File: src/shared/plb_pkg.sv
`default_nettype none
package plb_pkg;
	// register addresses on the internal management port
	localparam logic [4:0] ADDR_BMC = 5'h00;
	localparam logic [4:0] ADDR_CTL1 = 5'h09;
	localparam logic [4:0] ADDR_RES0 = 5'h10;
	localparam logic [4:0] ADDR_RSTAT = 5'h15;
	localparam logic [4:0] ADDR_STC = 5'h16;
	localparam logic [4:0] ADDR_ERR = 5'h1B;
	localparam logic [4:0] ADDR_LEN = 5'h1C;
	localparam logic [4:0] ADDR_XLOC = 5'h1E;
	// field positions
	localparam int BMC_MAC_LOOP = 14;
	localparam int CTL1_AUTO_REFL = 8;
	localparam int STC_PCS_IN = 0;
	localparam int STC_PCS_OUT = 1;
	localparam int STC_DIGITAL = 2;
	localparam int STC_ANALOG = 3;
	localparam int STC_REVERSE = 4;
	localparam int STC_RUN = 5;
	localparam int STC_TXLOOP = 6;
	localparam int STC_BUSY = 9;
	localparam int STC_LOCK = 10;
	localparam int STC_LOST = 11;
	localparam int STC_LONG = 12;
	localparam int STC_SINGLE = 13;
	localparam int STC_CONT = 14;
	localparam int RSTAT_START = 0;
	// writable bits and reset values
	localparam logic [15:0] STC_WMASK = 16'h707F;
	localparam logic [15:0] BMC_RST = 16'h0000;
	localparam logic [15:0] CTL1_RST = 16'h0000;
	localparam logic [15:0] STC_RST = 16'h0000;
	localparam logic [15:0] LEN_RST = 16'h0040;
	// self-test constants
	localparam logic [14:0] PRBS_SEED = 15'h7FFF;
	localparam logic [11:0] SHORT_BYTES = 12'h040;
	localparam logic [11:0] LONG_BYTES = 12'h5EE;
	localparam logic [3:0] CONST_NIB = 4'h5;
	localparam logic [3:0] LOCK_LAST = 4'h7;
	localparam logic [3:0] LOSS_LAST = 4'h3;
	localparam logic [12:0] GAP_MIN = 13'h0008;
	// reflectometry limits
	localparam logic [2:0] MAX_REFL = 3'h5;
	localparam logic [2:0] MAX_REFL_X = 3'h4;
	localparam int REFL_N = 5;
	// transmit buffer word: {tx_en, nibble}
	localparam int BUF_W = 5;
	typedef enum logic [1:0] {
		G_IDLE = 2'b00,
		G_PKT = 2'b01,
		G_GAP = 2'b11,
		G_DONE = 2'b10
	} plb_gen_t;
endpackage
`default_nettype wire

File: src/verilog/plb_diag.sv
// Contract
// - MAC loopback when basic control bit 14.
// - self-test control bits 0-3 pick loop point.
// - each loop only in its supported settings.
// - MAC loopback reports no link, returns packets.
// - bit 6 also sends MAC loop at 100.
// - loop bits clear means normal paths.
// - bit 4 loops line data back out.
// - reverse loop feeds MAC, ignores MAC inputs.
// - reverse loop on reduced interface only 10.
// - independent paths, 15-bit pseudo-random generator.
// - checker compares, counts errored bytes.
// - status shows lock, sync loss, busy.
// - bit 14 picks wrap or saturate counting.
// - packet length follows length register.
// - bit 13 single 64/1518 constant packet.
// - packets separated by controllable gaps.
// - keep first five reflections only.
// - cross fault keeps location plus four.
// - link failure may auto-launch reflectometry.
`default_nettype none
module plb_diag
	import plb_pkg::*;
(
	input wire logic ref_clk,
	input wire logic arst_n,
	input wire logic [4:0] reg_addr,
	input wire logic [15:0] reg_wdata,
	input wire logic reg_wr,
	input wire logic reg_rd,
	output logic [15:0] reg_rdata,
	output logic reg_rvalid,
	input wire logic speed_100,
	input wire logic auto_negotiated,
	input wire logic rmii_mode,
	input wire logic link_ok_in,
	output logic link_up,
	input wire logic mac_tx_en,
	input wire logic [3:0] mac_txd,
	output logic tx_ready,
	output logic mac_rx_dv,
	output logic [3:0] mac_rxd,
	output logic line_tx_valid,
	output logic line_tx_en,
	output logic [3:0] line_txd,
	input wire logic line_tx_ready,
	input wire logic line_rx_dv,
	input wire logic [3:0] line_rxd,
	output logic loop_pcs_in,
	output logic loop_pcs_out,
	output logic loop_digital,
	output logic loop_analog,
	output logic refl_test_run,
	input wire logic refl_valid,
	input wire logic refl_cross,
	input wire logic [11:0] refl_time,
	input wire logic refl_done
);

	// four steps of x^15+x^14+1; returns {next state, nibble msb first}
	function automatic logic [18:0] prbs_step4(input logic [14:0] s);
		logic [14:0] st;
		logic [3:0] nib;
		st = s;
		nib = 4'h0;
		for (int i = 0; i < 4; i++) begin
			nib = {nib[2:0], st[14] ^ st[13]};
			st = {st[13:0], st[14] ^ st[13]};
		end
		return {st, nib};
	endfunction

	logic [15:0] bmc_q, ctl1_q, stc_q, len_q, err_q;
	logic run_d1_q, start_p, wr_stc;
	logic mac_loop, rev_loop, bist_run;
	plb_gen_t gen_q;
	logic [12:0] gen_cnt_q, pkt_nibs, gap_nibs;
	logic [14:0] prbs_q, chk_q;
	logic [18:0] gen_nx, chk_nx;
	logic gen_busy;
	logic [BUF_W-1:0] src_d, out_d_q, skid_d_q;
	logic out_v_q, skid_free_q;
	logic nib_ok, lock_q, lost_q, phase_q, byte_bad_q, err_inc;
	logic [3:0] good_q, bad_q;
	logic link_d_q, refl_start, refl_x_q;
	logic [2:0] refl_cnt_q;
	logic [11:0] xloc_q;
	logic [11:0] refl_mem_q [REFL_N];
	logic [2:0] res_idx;
	logic [15:0] rd_d, stc_view;

	assign wr_stc = reg_wr && reg_addr == ADDR_STC;
	assign bist_run = stc_q[STC_RUN];
	assign start_p = bist_run && !run_d1_q;
	// reverse loop not allowed at 100 on the reduced interface
	assign rev_loop = stc_q[STC_REVERSE] && !(rmii_mode && speed_100);
	// reverse loop takes precedence; MAC loop needs the full interface
	assign mac_loop = bmc_q[BMC_MAC_LOOP] && !rmii_mode && !rev_loop;

	// software-writable configuration
	always_ff @(posedge ref_clk or negedge arst_n) begin
		if (!arst_n) begin
			bmc_q <= BMC_RST;
			ctl1_q <= CTL1_RST;
			stc_q <= STC_RST;
			len_q <= LEN_RST;
		end else if (reg_wr) begin
			if (reg_addr == ADDR_BMC)
				bmc_q <= reg_wdata;
			if (reg_addr == ADDR_CTL1)
				ctl1_q <= reg_wdata;
			if (wr_stc)
				stc_q <= reg_wdata & STC_WMASK;
			if (reg_addr == ADDR_LEN)
				len_q <= reg_wdata;
		end
	end

	// run edge detect and link history
	always_ff @(posedge ref_clk or negedge arst_n) begin
		if (!arst_n) begin
			run_d1_q <= 1'b0;
			link_d_q <= 1'b0;
		end else begin
			run_d1_q <= bist_run;
			link_d_q <= link_ok_in;
		end
	end

	// loop point selects, gated to the settings each supports;
	// pcs and digital loops need a forced speed (no negotiation); analog also runs negotiated at 10
	always_ff @(posedge ref_clk or negedge arst_n) begin
		if (!arst_n) begin
			loop_pcs_in <= 1'b0;
			loop_pcs_out <= 1'b0;
			loop_digital <= 1'b0;
			loop_analog <= 1'b0;
		end else begin
			loop_pcs_in <= stc_q[STC_PCS_IN] && !auto_negotiated;
			loop_pcs_out <= stc_q[STC_PCS_OUT] && !auto_negotiated && speed_100;
			loop_digital <= stc_q[STC_DIGITAL] && !auto_negotiated && speed_100;
			loop_analog <= stc_q[STC_ANALOG] && (!auto_negotiated || !speed_100);
		end
	end

	// MAC receive side and reported link
	always_ff @(posedge ref_clk or negedge arst_n) begin
		if (!arst_n) begin
			mac_rx_dv <= 1'b0;
			mac_rxd <= 4'h0;
			link_up <= 1'b0;
		end else begin
			link_up <= link_ok_in && !mac_loop;
			if (mac_loop) begin
				mac_rx_dv <= mac_tx_en;
				mac_rxd <= mac_txd;
			end else begin
				mac_rx_dv <= line_rx_dv;
				mac_rxd <= line_rxd;
			end
		end
	end

	// generator packet and gap sizes in nibbles
	always_comb begin
		if (stc_q[STC_SINGLE])
			pkt_nibs = {stc_q[STC_LONG] ? LONG_BYTES : SHORT_BYTES, 1'b0};
		else
			pkt_nibs = {len_q[11:0], 1'b0};
		gap_nibs = {6'h00, len_q[15:12], 3'h0} + GAP_MIN;
	end

	assign gen_nx = prbs_step4(prbs_q);
	assign gen_busy = gen_q == G_PKT || gen_q == G_GAP;

	// transmit source: generator, reverse loop, MAC, or idle;
	// MAC inputs are dropped whenever reverse loop owns the line
	always_comb begin
		if (bist_run)
			src_d = {gen_q == G_PKT,
				stc_q[STC_SINGLE] ? CONST_NIB : gen_nx[3:0]};
		else if (rev_loop)
			src_d = {line_rx_dv, line_rxd};
		else if (mac_loop && !(stc_q[STC_TXLOOP] && speed_100))
			src_d = {1'b0, 4'h0};
		else
			src_d = {mac_tx_en, mac_txd};
	end

	// packet generator; advances only when the buffer takes a word
	always_ff @(posedge ref_clk or negedge arst_n) begin
		if (!arst_n) begin
			gen_q <= G_IDLE;
			gen_cnt_q <= 13'h0000;
			prbs_q <= PRBS_SEED;
		end else if (!bist_run) begin
			gen_q <= G_IDLE;
			gen_cnt_q <= 13'h0000;
		end else if (skid_free_q) begin
			case (gen_q)
				G_IDLE: begin
					gen_q <= G_PKT;
					gen_cnt_q <= 13'h0000;
				end
				G_PKT: begin
					prbs_q <= gen_nx[18:4];
					gen_cnt_q <= gen_cnt_q + 13'h0001;
					if (gen_cnt_q == pkt_nibs - 13'h0001) begin
						gen_q <= G_GAP;
						gen_cnt_q <= 13'h0000;
					end
				end
				G_GAP: begin
					gen_cnt_q <= gen_cnt_q + 13'h0001;
					if (gen_cnt_q == gap_nibs - 13'h0001) begin
						gen_q <= stc_q[STC_SINGLE] ? G_DONE : G_PKT;
						gen_cnt_q <= 13'h0000;
					end
				end
				G_DONE: gen_q <= G_DONE;
				default: gen_q <= G_IDLE;
			endcase
		end
	end

	// two-entry skid buffer toward the line; output slot plus spare,
	// so a stall by the line never drops the word in flight
	always_ff @(posedge ref_clk or negedge arst_n) begin
		if (!arst_n) begin
			out_v_q <= 1'b0;
			out_d_q <= '0;
			skid_d_q <= '0;
			skid_free_q <= 1'b1;
		end else if (!out_v_q || line_tx_ready) begin
			out_v_q <= 1'b1;
			if (!skid_free_q) begin
				out_d_q <= skid_d_q;
				skid_free_q <= 1'b1;
			end else
				out_d_q <= src_d;
		end else if (skid_free_q) begin
			skid_d_q <= src_d;
			skid_free_q <= 1'b0;
		end
	end

	assign line_tx_valid = out_v_q;
	assign line_tx_en = out_d_q[4];
	assign line_txd = out_d_q[3:0];
	assign tx_ready = skid_free_q;

	// checker predicts from the last 15 received bits (self-synchronising)
	assign chk_nx = prbs_step4(chk_q);
	assign nib_ok = line_rxd == chk_nx[3:0];

	// checker lock, sync loss and byte phase
	always_ff @(posedge ref_clk or negedge arst_n) begin
		if (!arst_n) begin
			chk_q <= PRBS_SEED;
			lock_q <= 1'b0;
			lost_q <= 1'b0;
			good_q <= 4'h0;
			bad_q <= 4'h0;
			phase_q <= 1'b0;
			byte_bad_q <= 1'b0;
		end else if (start_p) begin
			lock_q <= 1'b0;
			lost_q <= 1'b0;
			good_q <= 4'h0;
			bad_q <= 4'h0;
			phase_q <= 1'b0;
			byte_bad_q <= 1'b0;
		end else if (bist_run && line_rx_dv) begin
			chk_q <= {chk_q[10:0], line_rxd};
			phase_q <= !phase_q;
			byte_bad_q <= !phase_q && !nib_ok;
			if (!lock_q) begin
				good_q <= nib_ok ? good_q + 4'h1 : 4'h0;
				if (nib_ok && good_q == LOCK_LAST)
					lock_q <= 1'b1;
			end else if (!nib_ok) begin
				bad_q <= bad_q + 4'h1;
				if (bad_q == LOSS_LAST) begin
					lock_q <= 1'b0;
					lost_q <= 1'b1;
					good_q <= 4'h0;
					bad_q <= 4'h0;
				end
			end else
				bad_q <= 4'h0;
		end
	end

	// a byte counts once if either of its nibbles missed
	assign err_inc = bist_run && line_rx_dv && lock_q && phase_q
		&& (byte_bad_q || !nib_ok);

	// errored byte counter; single mode stops at full scale
	always_ff @(posedge ref_clk or negedge arst_n) begin
		if (!arst_n)
			err_q <= 16'h0000;
		else if (start_p)
			err_q <= 16'h0000;
		else if (err_inc) begin
			if (err_q != 16'hFFFF)
				err_q <= err_q + 16'h0001;
			else if (stc_q[STC_CONT])
				err_q <= 16'h0000;
		end
	end

	// reflectometry launch by software or by a link drop
	assign refl_start = (reg_wr && reg_addr == ADDR_RSTAT && reg_wdata[RSTAT_START])
		|| (ctl1_q[CTL1_AUTO_REFL] && link_d_q && !link_ok_in);

	// reflection capture; results stay until the next launch
	always_ff @(posedge ref_clk or negedge arst_n) begin
		if (!arst_n) begin
			refl_test_run <= 1'b0;
			refl_cnt_q <= 3'h0;
			refl_x_q <= 1'b0;
			xloc_q <= 12'h000;
		end else if (refl_start) begin
			refl_test_run <= 1'b1;
			refl_cnt_q <= 3'h0;
			refl_x_q <= 1'b0;
		end else if (refl_test_run) begin
			if (refl_done)
				refl_test_run <= 1'b0;
			else if (refl_valid && refl_cross && !refl_x_q) begin
				refl_x_q <= 1'b1;
				xloc_q <= refl_time;
				if (refl_cnt_q == MAX_REFL)
					refl_cnt_q <= MAX_REFL_X;
			end else if (refl_valid && !refl_cross
				&& refl_cnt_q < (refl_x_q ? MAX_REFL_X : MAX_REFL))
				refl_cnt_q <= refl_cnt_q + 3'h1;
		end
	end

	// reflection time slots, one per stored reflection
	for (genvar i = 0; i < REFL_N; i++) begin : g_refl
		always_ff @(posedge ref_clk or negedge arst_n) begin
			if (!arst_n)
				refl_mem_q[i] <= 12'h000;
			else if (refl_test_run && !refl_done && refl_valid && !refl_cross
				&& refl_cnt_q == 3'(i) && refl_cnt_q < (refl_x_q ? MAX_REFL_X : MAX_REFL))
				refl_mem_q[i] <= refl_time;
		end
	end

	// read view of control register with live status
	always_comb begin
		stc_view = stc_q;
		stc_view[STC_BUSY] = gen_busy;
		stc_view[STC_LOCK] = lock_q;
		stc_view[STC_LOST] = lost_q;
		res_idx = 3'(reg_addr - ADDR_RES0);
		case (reg_addr)
			ADDR_BMC: rd_d = bmc_q;
			ADDR_CTL1: rd_d = ctl1_q;
			ADDR_STC: rd_d = stc_view;
			ADDR_ERR: rd_d = err_q;
			ADDR_LEN: rd_d = len_q;
			ADDR_RSTAT: rd_d = {11'h000, refl_test_run, refl_x_q, refl_cnt_q};
			ADDR_XLOC: rd_d = {4'h0, xloc_q};
			default: begin
				if (reg_addr >= ADDR_RES0 && reg_addr < ADDR_RSTAT)
					rd_d = {4'h0, refl_mem_q[res_idx]};
				else
					rd_d = 16'h0000;
			end
		endcase
	end

	// registered read answer, one cycle after the strobe
	always_ff @(posedge ref_clk or negedge arst_n) begin
		if (!arst_n) begin
			reg_rdata <= 16'h0000;
			reg_rvalid <= 1'b0;
		end else begin
			reg_rvalid <= reg_rd;
			if (reg_rd)
				reg_rdata <= rd_d;
		end
	end
endmodule
`default_nettype wire

File: config.mk
export PLATFORM = sky130hd
export DESIGN_NAME = plb_diag
export DESIGN_NICKNAME = d
export VERILOG_FILES = /design/src/shared/plb_pkg.sv /design/src/verilog/plb_diag.sv
export SDC_FILE = /design/constraint.sdc
export NUM_CORES = 1
export LEC_CHECK = 0
export ABC_AREA = 0
export BUFFER_PORTS_ARGS = -buffer_cell sky130_fd_sc_hd__buf_2
export CORE_MARGIN = 2
export CORE_UTILIZATION = 37
export CTS_BUF_LIST = sky130_fd_sc_hd__clkbuf_8
export DETAILED_ROUTE_END_ITERATION = 16
export SYNTH_ARGS = -nofsm -noshare
export SYNTH_HDL_FRONTEND = slang
export SYNTH_SLANG_ARGS = --single-unit
File: constraint.sdc
create_clock -name ref_clk -period 5.75 [get_ports ref_clk]
set_input_delay 0.575 -clock ref_clk [delete_from_list [all_inputs] [get_ports ref_clk]]
set_output_delay 0.575 -clock ref_clk [all_outputs]
set_load 0.005 [all_outputs]
### After elaboration in Yosys (flattened, before gate mapping)

Cells that the tools add are included.

| storage, ports and cells | value |
|---|---|
| register bits after elaboration | 249 |
| input port bits | 55 |

| cells by class | value |
|---|---|
| $lt $le $gt $ge | 4 |
| multiplexer cells | 70 |
| reductions and logical operators | 89 |
| equality and inequality tests | 29 |
| bitwise gates (word level) | 12 |
| add/subtract/negate cells | 9 |

Operators with widths:

| kind | count |
|---|---|
| $pmux 16 s7 | 1 |
| $mux 13 | 5 |
| $mux 16 | 4 |
| $mux 4 | 13 |
| $logic_and 1x1->1 | 43 |
| $pmux 13 s3 | 1 |
| $bmux 12 s3 | 1 |
| $mux 12 | 3 |
| $eq 13x13->1 | 2 |
| $eq 5x5->1 const B | 5 |
| $mux 1 | 25 |
| $mux 5 | 4 |
| $mux 3 | 6 |
| $add 16x1->16 const B | 1 |
| $ne 16x16->1 const B | 1 |
| $reduce_and 2->1 | 8 |
| $logic_not 1->1 | 15 |
| $add 13x1->13 const B | 1 |
| $sub 13x1->13 const B | 1 |
| $ne 3x2->1 const B | 4 |
| $reduce_and 3->1 | 4 |
| $reduce_and 4->1 | 3 |
| $reduce_bool 2->1 | 6 |
| $mux 11 | 1 |
| 32 further kinds | 55 |

### Depth between registers and ports, before layout

| logic depth | value |
|---|---|
| depth after elaboration | 10 |
| depth in mapped cells | 14 |
| mapped depth without buffers | 10 |

### Worst setup path after synthesis

No wires, ideal clock.

| timing | value |
|---|---|
| path kind | flip-flop to flip-flop |
| start point | register stc_q[13] |
| end point | register gen_q[0] |
| library setup time | 0.071 ns |
| cell stages (with the launch flop) | 14 |
| slack | 2.726 ns |
| required time | 5.679 ns |
| arrival time | 2.953 ns |
| path through | dfrtp_1 > buf_6 > buf_2 > buf_2 > mux2i_1 > ha_1 > or4b_1 > or3_1 > nand3_1 > nor2_1 > o31ai_4 > buf_6 > mux2_2 > nor2_1 |

| between the ends | value |
|---|---|
| cells in the longest elaborated chain, start to end | 5 |
| elaborated cells between the ends (all ways) | 10 |
| those cells by class | add/sub (1); eq/ne (2); mux (6); reduce/logical (1) |

RTL lines:

| element | RTL line | RTL |
|---|---|---|
| start, declared | plb_diag.sv:73 | `logic [15:0] bmc_q, ctl1_q, stc_q, len_q, err_q;` |
| start signal, assigned | plb_diag.sv:113 | `stc_q <= reg_wdata & STC_WMASK;` |
| $mux 13 or $mux 2 (tied branches) | plb_diag.sv:166, plb_diag.sv:216 |  |
| $sub 13x1->13 or $mux 2 (tied branches) | plb_diag.sv:208, plb_diag.sv:215 |  |
| $eq 13x13->1 or $pmux 2 s4 (tied branches) | plb_diag.sv:208, plb_diag.sv:200 |  |
| $ne 3x2->1 (no line) or $mux 2 (tied branches) | - |  |
| $reduce_and 3->1 (no line) or $mux 2 (tied branches) | - |  |
| end signal, assigned | plb_diag.sv:216 | `gen_q <= stc_q[STC_SINGLE] ? G_DONE : G_PKT;` |
| end, declared | plb_diag.sv:76 | `plb_gen_t gen_q;` |

Several ways; a longest one is shown, not always the timed one. The select of a mux whose other input is x is not followed.
A chain may end at the register's enable or synchronous reset.

### Final worst setup path

| timing | value |
|---|---|
| start point | register stc_q[13] |
| end point | register gen_cnt_q[4] |

| between the ends | value |
|---|---|
| cells in the longest elaborated chain, start to end | 7 |

RTL lines:

| element | RTL line | RTL |
|---|---|---|
| $mux 13 | plb_diag.sv:166 | `if (stc_q[STC_SINGLE])` |
| $sub 13x1->13 | plb_diag.sv:208 | `if (gen_cnt_q == pkt_nibs - 13'h0001) begin` |
| $eq 13x13->1 | plb_diag.sv:208 |  |
| $mux 13 | plb_diag.sv:208 |  |
| $pmux 13 s3 | plb_diag.sv:200 | `case (gen_q)` |
| $mux 13 | plb_diag.sv:199 | `end else if (skid_free_q) begin` |
| $mux 13 | plb_diag.sv:196 | `end else if (!bist_run) begin` |
| end signal, assigned | plb_diag.sv:207 | `gen_cnt_q <= gen_cnt_q + 13'h0001;` |
| end signal, assigned | plb_diag.sv:214 | `gen_cnt_q <= gen_cnt_q + 13'h0001;` |
| end, declared | plb_diag.sv:77 | `logic [12:0] gen_cnt_q, pkt_nibs, gap_nibs;` |

No other way between the ends. The select of a mux whose other input is x is not followed.

==> out/results.txt <==
Outcome: completed
Seq cells post-synth: 249
F_max: 276 MHz
Deepest clock path buffer count: 3
Root Driver: clkbuf_8
Met3 Resource Use GR: 2.79%
CTS clk-pin slew, worst paths: 0.06 ns
DP Cell Count: 1527
Drc violations: 0
Die span in x: 185 um
Post-cts repair resize count: 0
Endpoints failing hold: 0
Via Count: 8604
Die area: 0.0343 mm^2
Flop pwr share: 47.9%
Most common cell after layout, fill and taps aside: dfrtp_1
Max-Cap Viols: 0
Met1 Track Usage GR: 24.2%
1st-iter DRT viols: 605
Port bufs: 89
Arrival time at the worst endpoint: 4.05 ns
Vias per cell: 5.37
Final Setup Violations: 0
Synth async-reset ratio: 100%
Worst Skew: 0.0349 ns
Remaining global-route overflow: 0
# Post-CTS Setup Buffers: 0
Gr busiest metal: met2
Peak VDD IR: 0.125 mV
Vias in the first global route: 8644
Non-filler cells in the finished layout: 1603
Drt first pass iters: 5
Max-slew violations: 0
Period utilization: 63.0%
I/O Pins: 90
RSZ-0062 raised after global routing: no
Slew @ Worst Pin: 1.13 ns
CP Launch Type: register
Setup tns final: 0 ns
Syn Area/Cell: 11.7 um^2
Most frequent cells in the layout: 217 x dfrtp_1, 165 x mux2_2, 91 x nand2_1
Post-route ant nets: 0
Critical path type: reg -> reg
Logic pwr share: 16.6%
FP Rows: 66
CTS tree: built
Die Ht: 185 um
Worst Path Max Fanout: 25
Fraction of layout cells with a size suffix above 1: 33.0%
Detailed-route wire length: 29.9 mm
Hold buffers post-CTS: 0
Largest net degree at the start of global routing: 133
Yosys cell types: 60
Post-Syn Area: 0.0121 mm^2
H-Tree Depth: 2
Num CTS Buffers: 43
Wire per inst: 18.6 um
Int Power: 0.00334 W
Syn Nets: 1111
Clock Power Share: 35.5%
Final Critical Period: 3.62 ns
First-pass GRT wire length: 47.8 mm
Initial Utilization: 37.4%
Synth Flop Type: dfrtp_1
Final GP Congestion: 0.813
Slew margin rel.: 24.6%
HPWL Detailed: 20.5 mm
Hold Path Class: in -> async
Final core utilization: 42.8%
Synth warn: 0
Clk_lat worst skew: 0.55 ns
Initial antenna violation count: 3
Static Leak: 6.33 nW
Met2 Use GR: 29.2%
CTS Sinks: 249
Area growth, synth to finish: 14.4%
EDFF count, synth: 0
GRT Overall Usage: 17.8%
Placeable Area: 0.0325 mm^2
Worst EP required: 6.18 ns
Cells after synthesis: 1042
Pwr dens: 335 mW/mm^2
Nets: 1199
Sw frac: 28.2%
Net switching power: 0.00131 W
Crit end category: register
Seq/Total Area, Yosys: 51.6%
Filler cell count: 3055
==> layout make-up <==
cell class	count	area [um^2]	area share [%]
tap	442	553	3.98
clock inverter	21	150	1.08
timing repair buffer	97	515	3.71
antenna	1	2.50	0.0180
sequential	249	6270	45.1
inverter	35	131	0.945
multi-input combinational	704	5530	39.8
clock buffer	54	743	5.35
==> power by group through the flow <==
| stage | registers (W) | clock network [W] | logic, W |
|---|---|---|---|
| 3_5_place_dp | 0.00226 | 0 | 0.000778 |
| 2_1_floorplan | 0.00217 | 0 | 0.000602 |
| 3_3_place_gp | 0.00225 | 0 | 0.000764 |
| 5_1_grt | 0.00227 | 0.00178 | 0.000868 |
| 4_1_cts | 0.00223 | 0.00170 | 0.000781 |
| 6_report | 0.00223 | 0.00165 | 0.000774 |
==> flip-flops by register name (all words and copies together), names as in the netlist, 2 cells and up <==
| name | cells |
|---|---|
| bad_q | 4 |
| bmc_q | 16 |
| chk_q | 15 |
| ctl1_q | 16 |
| err_q | 16 |
| gen_cnt_q | 13 |
| gen_q | 2 |
| good_q | 4 |
| len_q | 16 |
| mac_rxd | 4 |
| out_d_q | 5 |
| prbs_q | 15 |
| refl_cnt_q | 3 |
| refl_mem_q | 60 |
| reg_rdata | 16 |
| skid_d_q | 5 |
| stc_q | 10 |
| xloc_q | 12 |
==> worst paths after layout <==
| path | start | to | slack, ns | cells past startpoint |
|---|---|---|---|---|
| worst min register to register | prbs_q[1]$_DFFE_PN1P_ | prbs_q[1]$_DFFE_PN1P_ | 0.48 | 2 |
| worst max register to register | stc_q[13]$_DFFE_PN0P_ | gen_cnt_q[4]$_DFFE_PN0P_ | 2.13 | 9 |
| max in group asynchronous | arst_n | ctl1_q[6]$_DFFE_PN0P_ | 4.25 | 2 |
| worst min-delay path | arst_n | loop_pcs_in$_DFF_PN0_ | 0.12 | 1 |
| worst max-delay path | stc_q[13]$_DFFE_PN0P_ | gen_cnt_q[4]$_DFFE_PN0P_ | 2.13 | 9 |
| min in group ref_clk | link_ok_in | link_d_q$_DFF_PN0_ | 0.22 | 1 |
==> per-layer routing <==
metal	wire (um)	share of wire [%]	vias to the layer above
met3	1280	4.3	52
li1	-	-	3996
met5	11	0.037	-
met2	14400	48	184
met4	712	2.4	2
met1	13500	45	4370
==> cells by family after synthesis <==
kind of cell	synth area share [%]
AOI/OAI and AO/OA	10.9
xor gates and xnor gates	3.05
adders and majority gates	1.44
buffers and inverters	2.91
DFF	51.6
muxes	19.3
other	0.0309
and+or+nand+nor	10.8
==> cells in the mapped netlist (10+ instances only) <==
cell / count / area (um^2)
inv_1: 35 / 131
clkbuf_1: 44 / 165
nand3_1: 38 / 190
o221ai_1: 14 / 123
a22oi_1: 33 / 248
mux4_2: 12 / 270
o21ai_0: 53 / 265
nand2_1: 91 / 342
nor2_1: 41 / 154
mux2i_1: 21 / 210
dfrtp_1: 217 / 5430
and3_1: 14 / 87.6
nor2b_1: 14 / 87.6
mux2_2: 165 / 1860
dfstp_2: 32 / 841
a21oi_1: 19 / 95.1
nor3_1: 12 / 60.1
ha_1: 14 / 175
xnor2_1: 24 / 210
a222oi_1: 10 / 100
==> worst max-delay path: stages (launching register included) <==
cell,delay [ns]
dfrtp_1,0.88
mux2i_1,0.27
ha_1,0.26
or4b_1,0.45
or3_1,0.31
nand3_1,0.10
nor2_1,0.07
o31ai_4,0.56
a21oi_2,0.23
a221o_1,0.37
==> through the flow <==
step	hold slack, ns	total power [W]	setup slack [ns]	instance area, um^2
after floorplan	0.279	0.00277	2.73	12100
after detailed placement	0.469	0.00304	2.13	13000
after global placement	0.459	0.00301	2.22	13000
final	0.122	0.00466	2.13	13900
after global routing	0.184	0.00492	1.91	13900
after CTS	0.165	0.00471	2.13	13900
Note: power is estimated with default switching activity, not from simulation.
